`src/core/pcr_map.svh`:
```
// Functional notes
// RULE1: PHY control bits 31 to 8 read zero and ignore writes.
// RULE2: Bit 7 set routes the PHY cable-not-active indication to its output pin.
// RULE3: An EEPROM load writes bit 7; it must be 1 for normal operation.
// RULE4: PHY control bits 6 and 5 read zero; software keeps them zero.
// RULE5: Bit 4 drives the PHY reset input; defaults 0, normally 0.
// RULE6: Bit 3 resets to 1, is EEPROM loadable, and stays 1 normally.
// RULE7: Bit 2 drives the PHY power-down input; defaults 0.
// RULE8: Power-down set with link power status off selects ultra-low-power mode.
// RULE9: After power-down is set then cleared, software pulses bit 4.
// RULE10: Bits 1 and 0 read zero, are EEPROM loadable, kept zero.
// RULE11: Marked PHY control bits are cleared only by the global reset.
// RULE12: Misc configuration register at F0h resets to 0000 0810h, upper half zero.
// RULE13: Writes to read-only bit positions are ignored in both registers.
`ifndef PCR_MAP_SVH
`define PCR_MAP_SVH

`define PCR_PHY_CTL_OFF 8'hEC
`define PCR_MISC_CFG_OFF 8'hF0

`define PCR_PHY_CTL_RST 8'h08
`define PCR_PHY_CTL_WR_MASK 8'h9F
`define PCR_PHY_CTL_RD_MASK 8'h9C
`define PCR_PHY_CTL_EE_MASK 8'h8B

`define PCR_PHY_ROUTE_BIT 7
`define PCR_PHY_RESET_BIT 4
`define PCR_PHY_COMPLY_BIT 3
`define PCR_PHY_PDOWN_BIT 2

`define PCR_MISC_CFG_RST 16'h0810
`define PCR_MISC_CFG_WR_MASK 16'hAF1F
`define PCR_MISC_CFG_GLOBAL_MASK 16'h8F18

`endif

```
`src/core/pcr_pkg.sv`:
```
package pcr_pkg;

   typedef struct packed {
      logic wr;
      logic rd;
      logic [7:0] addr;
      logic [3:0] be;
      logic [31:0] wdata;
   } pcr_cfg_req_t;

   typedef struct packed {
      logic ack;
      logic [31:0] rdata;
   } pcr_cfg_rsp_t;

endpackage

```
`src/core/pcr_regs.sv`:
```
`timescale 1ns/100ps
`default_nettype none
`include "pcr_map.svh"

module pcr_regs (
   input wire logic clk_sys,
   input wire logic rst_n,
   input wire logic global_reset_n,
   input wire pcr_pkg::pcr_cfg_req_t cfg_req,
   output var pcr_pkg::pcr_cfg_rsp_t cfg_rsp,
   input wire logic eeprom_load,
   input wire logic [7:0] eeprom_phy_bits,
   input wire logic cable_not_active,
   input wire logic link_power_status,
   output logic cable_activity_out,
   output logic phy_reset_ctl,
   output logic phy_powerdown_ctl,
   output logic ultra_low_power
);
   import pcr_pkg::*;

   logic [7:0] phy_ctl_reg;
   logic [7:0] phy_ctl_next;
   logic [15:0] misc_reg;
   logic [15:0] misc_next;
   pcr_cfg_rsp_t rsp_next;
   logic [1:0] pins_sync;
   wire logic cable_not_active_s;
   wire logic link_power_s;

   // The PHY pins arrive from another block of logic, so retime them first
   pcr_sync u_sync (
      .clk_sys(clk_sys),
      .rst_n(rst_n),
      .pin_in({link_power_status, cable_not_active}),
      .pin_out(pins_sync)
   );
   assign cable_not_active_s = pins_sync[0];
   assign link_power_s = pins_sync[1];

   // Decode; accesses are refused while the function reset is held
   wire logic hit_phy = {cfg_req.addr[7:2], 2'b00} == `PCR_PHY_CTL_OFF;
   wire logic hit_misc = {cfg_req.addr[7:2], 2'b00} == `PCR_MISC_CFG_OFF;
   wire logic wr_ok = cfg_req.wr & rst_n;
   wire logic rd_ok = cfg_req.rd & rst_n & ~cfg_req.wr;
   wire logic phy_wr = wr_ok & hit_phy & cfg_req.be[0];
   wire logic misc_wr = wr_ok & hit_misc & (cfg_req.be[0] | cfg_req.be[1]);

   // Byte 0 is the only lane the PHY control register owns
   wire logic [7:0] phy_wmask = `PCR_PHY_CTL_WR_MASK; // RULE1 RULE4 RULE13
   wire logic [7:0] phy_ee_mask = `PCR_PHY_CTL_EE_MASK;
   wire logic [7:0] phy_after_wr = phy_wr ?
      ((phy_ctl_reg & ~phy_wmask) | (cfg_req.wdata[7:0] & phy_wmask)) : phy_ctl_reg;

   // An EEPROM load in the same cycle as a write wins on the loaded bits
   assign phy_ctl_next = eeprom_load ?
      ((phy_after_wr & ~phy_ee_mask) | (eeprom_phy_bits & phy_ee_mask)) // RULE3 RULE6 RULE10
      : phy_after_wr;

   wire logic [15:0] misc_lanes = {{8{cfg_req.be[1]}}, {8{cfg_req.be[0]}}};
   wire logic [15:0] misc_wmask = misc_lanes & `PCR_MISC_CFG_WR_MASK; // RULE13
   assign misc_next = misc_wr ?
      ((misc_reg & ~misc_wmask) | (cfg_req.wdata[15:0] & misc_wmask)) : misc_reg;

   // Bits 1 and 0 are held for the EEPROM but always read back as zero
   wire logic [31:0] phy_rd_word = // RULE1 RULE4 RULE10
      {24'h000000, phy_ctl_reg & `PCR_PHY_CTL_RD_MASK};
   wire logic [31:0] misc_rd_word = {16'h0000, misc_reg}; // RULE12
   wire logic [31:0] rd_word = hit_phy ? phy_rd_word : (hit_misc ? misc_rd_word : 32'h00000000);

   always_comb begin
      rsp_next.ack = wr_ok | rd_ok;
      rsp_next.rdata = rd_ok ? rd_word : 32'h00000000;
   end

   // Only the global reset touches this register, so a function reset keeps the PHY alive
   always_ff @(posedge clk_sys) begin
      if (!global_reset_n) begin
         phy_ctl_reg <= `PCR_PHY_CTL_RST; // RULE11 RULE5 RULE6 RULE7
      end else begin
         phy_ctl_reg <= phy_ctl_next;
      end
   end

   // Unmarked misc bits return to default on the function reset as well
   always_ff @(posedge clk_sys) begin
      if (!global_reset_n) begin
         misc_reg <= `PCR_MISC_CFG_RST; // RULE12
      end else if (!rst_n) begin
         misc_reg <= (misc_reg & `PCR_MISC_CFG_GLOBAL_MASK) |
                     (`PCR_MISC_CFG_RST & ~`PCR_MISC_CFG_GLOBAL_MASK);
      end else begin
         misc_reg <= misc_next;
      end
   end

   always_ff @(posedge clk_sys) begin
      if (!rst_n) begin
         cfg_rsp <= '0;
      end else begin
         cfg_rsp <= rsp_next;
      end
   end

   // PHY controls; software must pulse reset after leaving power-down
   always_ff @(posedge clk_sys) begin
      if (!global_reset_n) begin
         cable_activity_out <= 1'b0;
         phy_reset_ctl <= 1'b0;
         phy_powerdown_ctl <= 1'b0;
         ultra_low_power <= 1'b0;
      end else begin
         cable_activity_out <= phy_ctl_reg[`PCR_PHY_ROUTE_BIT] & cable_not_active_s; // RULE2
         phy_reset_ctl <= phy_ctl_reg[`PCR_PHY_RESET_BIT]; // RULE5 RULE9
         phy_powerdown_ctl <= phy_ctl_reg[`PCR_PHY_PDOWN_BIT]; // RULE7
         ultra_low_power <= phy_ctl_reg[`PCR_PHY_PDOWN_BIT] & ~link_power_s; // RULE8
      end
   end

   property p_phy_hi_zero;
      @(posedge clk_sys) disable iff (!rst_n || !global_reset_n)
      (cfg_req.rd && !cfg_req.wr && hit_phy) |=> (cfg_rsp.ack && cfg_rsp.rdata[31:8] == 24'h000000);
   endproperty
   a_phy_hi_zero: assert property (p_phy_hi_zero) else $error("phy upper bits not zero"); // RULE1

   property p_route;
      @(posedge clk_sys) disable iff (!rst_n || !global_reset_n)
      (phy_ctl_reg[7] && cable_not_active_s) |=> cable_activity_out;
   endproperty
   a_route: assert property (p_route) else $error("cable activity not routed"); // RULE2

   property p_route_off;
      @(posedge clk_sys) disable iff (!rst_n || !global_reset_n)
      !phy_ctl_reg[7] |=> !cable_activity_out;
   endproperty
   a_route_off: assert property (p_route_off) else $error("routed while off"); // RULE2

   property p_ee_load;
      @(posedge clk_sys) disable iff (!global_reset_n)
      (eeprom_load && global_reset_n) |=>
         ((phy_ctl_reg & 8'h8B) == ($past(eeprom_phy_bits) & 8'h8B));
   endproperty
   a_ee_load: assert property (p_ee_load) else $error("eeprom load not applied"); // RULE3

   property p_rsvd_rd;
      @(posedge clk_sys) disable iff (!rst_n || !global_reset_n)
      (cfg_req.rd && !cfg_req.wr && hit_phy) |=> (cfg_rsp.rdata[6:5] == 2'b00);
   endproperty
   a_rsvd_rd: assert property (p_rsvd_rd) else $error("bits 6:5 read nonzero"); // RULE4

   property p_low_rd;
      @(posedge clk_sys) disable iff (!rst_n || !global_reset_n)
      (cfg_req.rd && !cfg_req.wr && hit_phy) |=> (cfg_rsp.rdata[1:0] == 2'b00);
   endproperty
   a_low_rd: assert property (p_low_rd) else $error("bits 1:0 read nonzero"); // RULE10

   property p_phy_rst;
      @(posedge clk_sys) disable iff (!rst_n || !global_reset_n)
      (phy_wr && !eeprom_load) |=> ##1 (phy_reset_ctl == $past(cfg_req.wdata[4], 2));
   endproperty
   a_phy_rst: assert property (p_phy_rst) else $error("phy reset does not follow bit 4"); // RULE5

   property p_glb_val;
      @(posedge clk_sys) disable iff (!rst_n)
      !global_reset_n |=> (phy_ctl_reg == 8'h08 && misc_reg == 16'h0810);
   endproperty
   a_glb_val: assert property (p_glb_val) else $error("wrong global reset value"); // RULE6

   property p_glb_outs;
      @(posedge clk_sys) disable iff (!rst_n)
      !global_reset_n |=> (!phy_reset_ctl && !phy_powerdown_ctl &&
         !ultra_low_power && !cable_activity_out);
   endproperty
   a_glb_outs: assert property (p_glb_outs) else $error("phy outputs not cleared"); // RULE5 RULE7

   property p_pdown;
      @(posedge clk_sys) disable iff (!rst_n || !global_reset_n)
      (phy_wr && !eeprom_load) |=> ##1 (phy_powerdown_ctl == $past(cfg_req.wdata[2], 2));
   endproperty
   a_pdown: assert property (p_pdown) else $error("power-down does not follow bit 2"); // RULE7

   property p_low_power;
      @(posedge clk_sys) disable iff (!rst_n || !global_reset_n)
      1'b1 |=> (ultra_low_power == ($past(phy_ctl_reg[2]) && !$past(link_power_s)));
   endproperty
   a_low_power: assert property (p_low_power) else $error("ultra-low-power mismatch"); // RULE8

   property p_func_rst_keep;
      @(posedge clk_sys) disable iff (!global_reset_n)
      (!rst_n && !eeprom_load) |=> $stable(phy_ctl_reg);
   endproperty
   a_func_rst_keep: assert property (p_func_rst_keep) else $error("function reset hit"); // RULE11

   property p_misc_ro;
      @(posedge clk_sys) disable iff (!rst_n || !global_reset_n)
      misc_wr |=> ((misc_reg & 16'h50E0) == 16'h0000);
   endproperty
   a_misc_ro: assert property (p_misc_ro) else $error("misc read-only bit set"); // RULE13 RULE12

   property p_rsvd_keep;
      @(posedge clk_sys) disable iff (!global_reset_n)
      1'b1 |-> (phy_ctl_reg[6:5] == 2'b00);
   endproperty
   a_rsvd_keep: assert property (p_rsvd_keep) else $error("bits 6:5 stored nonzero"); // RULE4

   property p_route_wr;
      @(posedge clk_sys) disable iff (!rst_n || !global_reset_n)
      (phy_wr && !eeprom_load) |=> (phy_ctl_reg[7] == $past(cfg_req.wdata[7]));
   endproperty
   a_route_wr: assert property (p_route_wr) else $error("route bit not written"); // RULE2

   property p_misc_hi;
      @(posedge clk_sys) disable iff (!rst_n || !global_reset_n)
      (cfg_req.rd && !cfg_req.wr && hit_misc) |=>
         (cfg_rsp.ack && cfg_rsp.rdata[31:16] == 16'h0000);
   endproperty
   a_misc_hi: assert property (p_misc_hi) else $error("misc upper half not zero"); // RULE12

   property p_misc_wr;
      @(posedge clk_sys) disable iff (!rst_n || !global_reset_n)
      (misc_wr && cfg_req.be[0]) |=> (misc_reg[4:0] == $past(cfg_req.wdata[4:0]));
   endproperty
   a_misc_wr: assert property (p_misc_wr) else $error("misc low bits not written"); // RULE12

   property p_misc_fn_rst;
      @(posedge clk_sys) disable iff (!global_reset_n)
      !rst_n |=> ((misc_reg & 16'h2007) == 16'h0000);
   endproperty
   a_misc_fn_rst: assert property (p_misc_fn_rst) else $error("misc reset bits set"); // RULE12

endmodule

`default_nettype wire

```
`src/core/pcr_sync.sv`:
```
`timescale 1ns/100ps
`default_nettype none

module pcr_sync (
   input wire logic clk_sys,
   input wire logic rst_n,
   input wire logic [1:0] pin_in,
   output logic [1:0] pin_out
);
   genvar i;
   generate
      for (i = 0; i < 2; i = i + 1) begin : g_bit
         logic meta_reg;
         logic hold_reg;
         always_ff @(posedge clk_sys) begin
            if (!rst_n) begin
               meta_reg <= 1'b0;
               hold_reg <= 1'b0;
            end else begin
               meta_reg <= pin_in[i];
               hold_reg <= meta_reg;
            end
         end
         assign pin_out[i] = hold_reg;
      end
   endgenerate
endmodule

`default_nettype wire

```
`config.mk`:
```
export PLATFORM = sky130hd
export DESIGN_NAME = pcr_regs
export DESIGN_NICKNAME = d
export VERILOG_FILES = /design/src/core/pcr_pkg.sv /design/src/core/pcr_regs.sv /design/src/core/pcr_sync.sv
export VERILOG_INCLUDE_DIRS = /design/src /design/src/core
export SDC_FILE = /design/constraint.sdc
export NUM_CORES = 1
export LEC_CHECK = 0
export BUFFER_PORTS_ARGS = -buffer_cell sky130_fd_sc_hd__buf_2
export CAP_MARGIN = 20
export CORE_MARGIN = 10
export CORE_UTILIZATION = 37
export DETAILED_ROUTE_END_ITERATION = 7
export PLACE_DENSITY = 0.82
export SLEW_MARGIN = 40
export SYNTH_ARGS = -nofsm -noshare
export SYNTH_HDL_FRONTEND = slang
export SYNTH_SLANG_ARGS = --single-unit
export TNS_END_PERCENT = 30
```
`constraint.sdc`:
```
create_clock -name clk_sys -period 1.2 [get_ports clk_sys]
set_input_delay 0.24 -clock clk_sys [delete_from_list [all_inputs] [get_ports clk_sys]]
set_output_delay 0.24 -clock clk_sys [all_outputs]
set_load 0.02 [all_outputs]
```
======== Word level (Yosys, flattened, before mapping) ========
Cells that the tools add are included.
storage, ports and cells
  register bits ........................... 65
  input bits .............................. 60
  logic and storage cells ................. 50
cells by class
  reductions and logical operators ........ 6
  bitwise gates (word level) .............. 22
  multiplexer cells ....................... 4
  equality and inequality tests ........... 2
operators by type and width
  operator            count
  $and 16x16->16      2
  $mux 8              4
  $not 16->16         1
  $or 16x16->16       1
  $or 7x8->8          2
  $eq 6x6->1 const B  2
  $and 1x1->1         9
  $reduce_and 2->1    3
  $not 1->1           5
  $reduce_or 4->1     1
  $reduce_or 3->1     1
  $or 1x1->1          2
  $reduce_bool 2->1   1

======== Depth between registers and ports, before layout ========
Gate-level depths: netlist of the first run.
  word-level depth ........................ 6
  mapped depth ............................ 4
  depth with buffers taken out ............ 3

======== Hierarchy ========
Synthesis of the first run repeated with hierarchy kept, for this count alone.
unflattened totals
  cell total of the unflattened synthesis .. 156
  area total of the unflattened synthesis .. 1501.4 µm²
modules (own cells, without submodules)
  module    times used  area each (µm²)  cells each
  pcr_regs  1           1381.3           146
  pcr_sync  1           120.1            10

======== Worst setup path before layout of the first run ========
No wires, ideal clock.
  path kind ............................... input to register
  start ................................... input port cfg_req[38] (netlist bit)
  end ..................................... register (tool-made name)
  data arrival time ....................... 1.204 ns
  data required time ...................... 1.128 ns
  buffers on the path ..................... 0
  cell stages on the path ................. 3
  setup time .............................. 0.072 ns
  slack ................................... -0.076 ns
  path through ............................ or3b_4 nor3_4 mux2i_1
RTL lines
  what                RTL line       RTL
  start: declaration  pcr_regs.sv:9  input wire pcr_pkg::pcr_cfg_req_t cfg_req,

==> results of run 1 <==
-- per-layer routing --
layer	global-route usage [%]	vias to the layer above	part of all wire, %
met5	0	-	0.37
met4	6.00	2	2.5
met3	6.25	7	12
met2	15.8	53	47
met1	10.3	528	39
li1	-	598	-
-- power by group through the flow --
stage          Sequential, W  Clock (W)  Combinational (W)
4_1_cts              0.00121    0.00105           0.000225
5_1_grt              0.00121    0.00110           0.000250
6_report             0.00121    0.00103           0.000227
3_5_place_dp         0.00124          0           0.000224
3_3_place_gp         0.00124          0           0.000220
2_1_floorplan        0.00124          0           0.000181
-- final timing paths --
path / slack, ps / depth (start not counted) / to
hold reg to reg: 390 / 1 / ultra_low_power
hold / removal: 150 / 2 / u_sync.g_bit[1].meta_reg
setup reg to reg: 260 / 3 / phy_ctl_reg[3]
setup / recovery: 110 / 4 / flip-flop
-- logic make-up (layout without fill, tap and decap cells) --
group                  count (synthesis)  count (layout)
and+or+nand+nor                       64              64
DFF                                   36              36
buffers and inverters                 30              70
muxes                                 14              14
AOI/OAI and AO/OA                     10              10
other                                  1              20
-- Yosys cell counts --
master / instances / area, um2
and2_1: 12 / 75.1
nor3b_1: 1 / 7.51
o21a_1: 1 / 7.51
buf_4: 20 / 150
nand3_1: 18 / 90.1
clkbuf_1: 5 / 18.8
nor3_4: 2 / 32.5
nand4_1: 1 / 6.26
dfxtp_1: 36 / 721
o21ai_0: 2 / 10.0
nand3b_1: 2 / 15.0
nor2_1: 3 / 11.3
nand2_1: 14 / 52.6
nor4_1: 2 / 12.5
nor3_1: 1 / 5.00
mux2_2: 1 / 11.3
nor3_2: 1 / 10.0
nor2b_1: 2 / 12.5
a31oi_1: 2 / 12.5
and3_1: 3 / 18.8
and3b_1: 1 / 8.76
a211oi_1: 1 / 7.51
or3b_4: 1 / 11.3
buf_2: 1 / 5.00
mux2i_1: 13 / 130
a221oi_1: 1 / 8.76
a21oi_1: 3 / 15.0
conb_1: 1 / 3.75
inv_1: 4 / 15.0
-- worst max-delay path: stages --
cell     delay [ps]
buf_2           100
or3b_4          440
nor3_4          310
mux2i_1         220
-- stage by stage --
stage | utilization, % | setup WS (ps) | hold WS (ps) | cells | TNS (ps)
6_report | 49.9 | 113 | 155 | 262 | 0
2_1_floorplan | - | -27.5 | 350 | 174 | -173
5_1_grt | 49.9 | 55.6 | 154 | 262 | 0
4_1_cts | 49.9 | 116 | 153 | 262 | 0
3_5_place_dp | 47.1 | -195 | 379 | 254 | -2420
3_3_place_gp | 47.1 | -187 | 371 | 254 | -2000
-- layout make-up --
type | count | area [um2]
Clock buffer | 6 | 72.6
Inverter | 4 | 15.0
Timing Repair Buffer | 58 | 333
Clock inverter | 2 | 35.0
Sequential cell | 36 | 721
Multi-Input combinational cell | 108 | 647
Tap cell | 48 | 60.1
Fill cell | 363 | 1890
==> reports/qor.txt, run 1 <==
Synth Area in Adders = 0%
setup repair after global routing missed its margin = false
gpl congestion = 0.825
Die Ht = 83.4 um
fin area = 0.00188 mm2
post-synthesis xor/xnor area fraction = 0%
max-slew violation count = 0
# resized after CTS = 0
count of final setup violators = 0
vias after detailed routing = 1188
Unique masters post-synth = 29
die area = 0.00695 mm2
Worst EP arrival = 1310 ps
VDD IR-drop max = 0.452 mV
Max Root-Sink Buffers = 2
critical path startpoint = cfg_req[38]
Die W = 83.4 um
Post-CTS Hold Fix Bufs = 0
# rows = 22
Port Buffer Count = 46
Initial Utilization = 39.4%
endpoint class of the critical path = flip-flop
largest family of logic cells by synthesized area = simple AND/OR/NAND/NOR gates
dpl cell area = 0.00178 mm2
Final Power = 0.00247 W
Inserted Diodes = 0
Wirelength per Cell = 13.2 um
compound-cell area share of the yosys netlist = 4.13%
synthesized flop and latch total = 36
Synth Area in Simple Gates = 24.9%
Post-DP HPWL = 2840 um
clk slew on worst S/H paths = 70 ps
Hold Path Class = primary input to flip-flop
DRT antenna net count = 0
Switching Share = 22.7%
CTS tree = yes
worst-skew pair later-pin latency = 290 ps
CTS sink count = 36
part of the power in registers = 49.1%
max-cap violation count = 0
Final Skew = 2.69 ps
gate count of the mapped netlist = 155
Worst Path Required = 1420 ps
CTS Root Cell = clkbuf_8
fraction of layout cells with a size suffix above 1 = 32.7%
GRT Residual Overflow = 0
Critical R2R Launch = phy_ctl_reg[3]
crit share post-route = 90.5%
commonest non-fill, non-tap cell in the layout = buf_2
Synthesis Warnings = 0
sequential fraction of the synthesis area = 48.5%
DR pass1 iterations = 4
Avg Cell Area, Syn = 9.58 um2
Clock Power Share = 41.6%
Hold Fails Final Rpt = 0
maximum fanout along the worst path = 4
Hold Startpoint = link_power_status
internal power = 0.00191 W
status = finished, final reports clean
wirelength, routed = 3470 um
Core ar. = 0.00377 mm2
post-CTS setup buffers = 0
sw power = 0.000560 W
IO Pins = 97
fin crit period = 1090 ps
initial antenna violation count = 1
first-pass GRT wire length = 5710 um
number of global-route vias before repair = 1257
critical path type = primary input to flip-flop
detailed-route DRC error count = 0
CTS H-tree depth = 2
Peak Freq = 920 MHz
via/cell ratio = 4.53
total CTS buffers = 5
mux contribution to synthesized area = 9.52%
commonest non-fill, non-tap cells in the layout = buf_2 (46), dfxtp_1 (36), conb_1 (20)
Comb pwr share = 9.2%
fin nets = 273
Area Overhead vs Synth = 26.8%
Lkg Pwr = 0.886 nW
Cell Area, Synth = 0.00149 mm2
PwrDens = 1310 mW/mm2
Startpoint Class = primary input
Initial DRC Count = 39
largest net degree at the start of global routing = 14
Total GRT Usage = 10.2%
No activity file was read; power rests on OpenSTA's default activity.
==> run 2, diff against run 1 <==
CORE_ASPECT_RATIO = 1.25   (was unset)
CORE_MARGIN = 5   (was 10)
==> run 2 against run 1 <==
- count of clock-buffer cells in the layout unchanged
- largest cell class unchanged
- core utilization is 0.99 points lower
- via count increased by 1.5%
- sequential power hardly changed
- critical path depth grew 1
- flip-flop and latch count is the same
- die area down 22%
==> reports/qor.txt, run 2 (synthesis results as in run 1) <==
DR pass1 iterations = 4 (unchanged)
VDD IR-drop max = 0.449 mV (-0.50%)
internal power = 0.00175 W (-8.3%)
Max Root-Sink Buffers = 2 (unchanged)
via/cell ratio = 4.48 (-1.1%)
fin crit period = 1110 ps (+26.8 ps)
Initial Utilization = 38.6% (-0.78 points)
max-cap violation count = 0 (unchanged)
Core ar. = 0.00385 mm2 (+2.0%)
largest net degree at the start of global routing = 14 (unchanged)
crit share post-route = 92.8% (+2.2 points)
IO Pins = 97 (unchanged)
setup repair after global routing missed its margin = false
Worst EP arrival = 1320 ps (about the same)
first-pass GRT wire length = 5180 um (-9.2%)
WL met1 = 1290 um (-4.3%)
Lkg Pwr = 0.888 nW (+0.20%)
Post-DP HPWL = 2490 um (-12%)
Total GRT Usage = 12.6% (+2.4 points)
Inserted Diodes = 0 (unchanged)
fraction of layout cells with a size suffix above 1 = 33.5% (+0.78 points)
post-CTS setup buffers = 0 (unchanged)
Hold Fails Final Rpt = 0 (unchanged)
status = finished, final reports clean
Setup TNS = 0 ps (unchanged)
routed wl met3 = 343 um (-15%)
PwrDens = 1220 mW/mm2 (-6.7%)
critical path type = primary input to flip-flop
Comb pwr share = 9.9% (+0.7 points)
fin area = 0.00188 mm2 (unchanged)
Hold Path Class = primary input to flip-flop
# resized after CTS = 0 (unchanged)
endpoint class of the critical path = flip-flop
worst-skew pair later-pin latency = 280 ps (about the same)
gpl congestion = 0.895 (+8.5%)
dpl cell area = 0.00179 mm2 (+0.85%)
dpl ws = -215 ps (-20.0 ps)
vias after detailed routing = 1206 (+1.5%)
# rows = 25 (+14%)
clk slew on worst S/H paths = 70 ps (about the same)
met2 wire len = 1420 um (-12%)
Cells after DPL = 261 (+2.8%)
Startpoint Class = primary input
Port Buffer Count = 46 (unchanged)
Post-CTS Hold Fix Bufs = 0 (unchanged)
wirelength, routed = 3150 um (-9.2%)
CTS tree = yes
Critical-path top delay cell = or3b_4
count of final setup violators = 0 (unchanged)
Die Ht = 80.8 um (-3.0%)
Switching Share = 24.1% (+1.4 points)
Clock Power Share = 37.4% (-4.2 points)
crit path cell chain = buf_2 -> or3b_4 -> nor3_4 -> buf_12 -> mux2i_1
sw power = 0.000554 W (-1.0%)
max-slew violation count = 0 (unchanged)
detailed-route DRC error count = 0 (unchanged)
Final WS setup = 86.6 ps (-26.8 ps)
Final Non-Filler Cells = 269 (+2.7%)
part of the power in registers = 52.7% (+3.6 points)
fin nets = 274 (+0.37%)
CTS sink count = 36 (unchanged)
DRT antenna net count = 0 (unchanged)
maximum fanout along the worst path = 6 (+2)
die area = 0.00539 mm2 (-22%)
total CTS buffers = 5 (unchanged)
Area Overhead vs Synth = 26.8% (unchanged)
final core utilization = 48.9% (-0.99 points)
slowest stage delay, CP = 450 ps (about the same)
Wirelength per Cell = 11.7 um (-12%)
commonest non-fill, non-tap cell in the layout = buf_2
number of global-route vias before repair = 1213 (-3.5%)
Peak Freq = 898 MHz (-2.4%)
Die W = 66.7 um (-20%)
initial antenna violation count = 0 (-1)
Final Skew = 0.947 ps (-1.74 ps)
commonest non-fill, non-tap cells in the layout = buf_2 (46), dfxtp_1 (36), conb_1 (20)
fill count = 388 (+6.9%)
Worst Path Required = 1410 ps (about the same)
GRT Residual Overflow = 0 (unchanged)
Initial DRC Count = 129 (+230%)
highest routed layer = met4
CTS H-tree depth = 2 (unchanged)
CTS Root Cell = clkbuf_8
## run 2: critical path, delay by kind of cell
kind | cells | cell delay, ps
AND/OR/NAND/NOR | 2 | 630
buffers and inverters | 2 | 270
multiplexers | 1 | 190
## run 2: per-layer routing
metal  global-route usage (%)  up-vias
li1                         -      598
met1                     14.3      537
met2                     19.9       61
met3                     4.43       10
met4                     8.13        0
met5                        0        -
## run 2: through the flow
stage / total power [W] / hold WS (ps)
final: 0.00230 / 158
after global routing: 0.00241 / 166
after CTS: 0.00233 / 148
after detailed placement: 0.00146 / 374
after global placement: 0.00146 / 372
after floorplan: 0.00142 / 350
## run 2: power by group through the flow
stage	registers, W	clock network [W]	logic, W
6_report	0.00121	0.000861	0.000228
5_1_grt	0.00121	0.000944	0.000252
4_1_cts	0.00121	0.000893	0.000226
3_5_place_dp	0.00124	0	0.000225
3_3_place_gp	0.00124	0	0.000221
2_1_floorplan	0.00124	0	0.000181
## run 2: area by class of cell
cell class | count | area [um2] | area share (%)
sequential | 36 | 721 | 38.3
tap | 54 | 67.6 | 3.59
inverter | 4 | 15.0 | 0.797
clock inverter | 2 | 10.0 | 0.532
multi-input combinational | 108 | 647 | 34.4
clock buffer | 6 | 82.6 | 4.39
timing repair buffer | 59 | 340 | 18.1
## run 2: path summary, 6_finish.rpt
| kind | startpoint | endpoint | slack (ps) | cells after the start |
|---|---|---|---|---|
| max | cfg_req[38] | flip-flop | 90 | 5 |
| min | link_power_status | u_sync.g_bit[1].meta_reg | 160 | 2 |
| max reg2reg | phy_ctl_reg[3] | phy_ctl_reg[3] | 270 | 3 |
| min reg2reg | u_sync.g_bit[1].hold_reg | ultra_low_power | 380 | 1 |
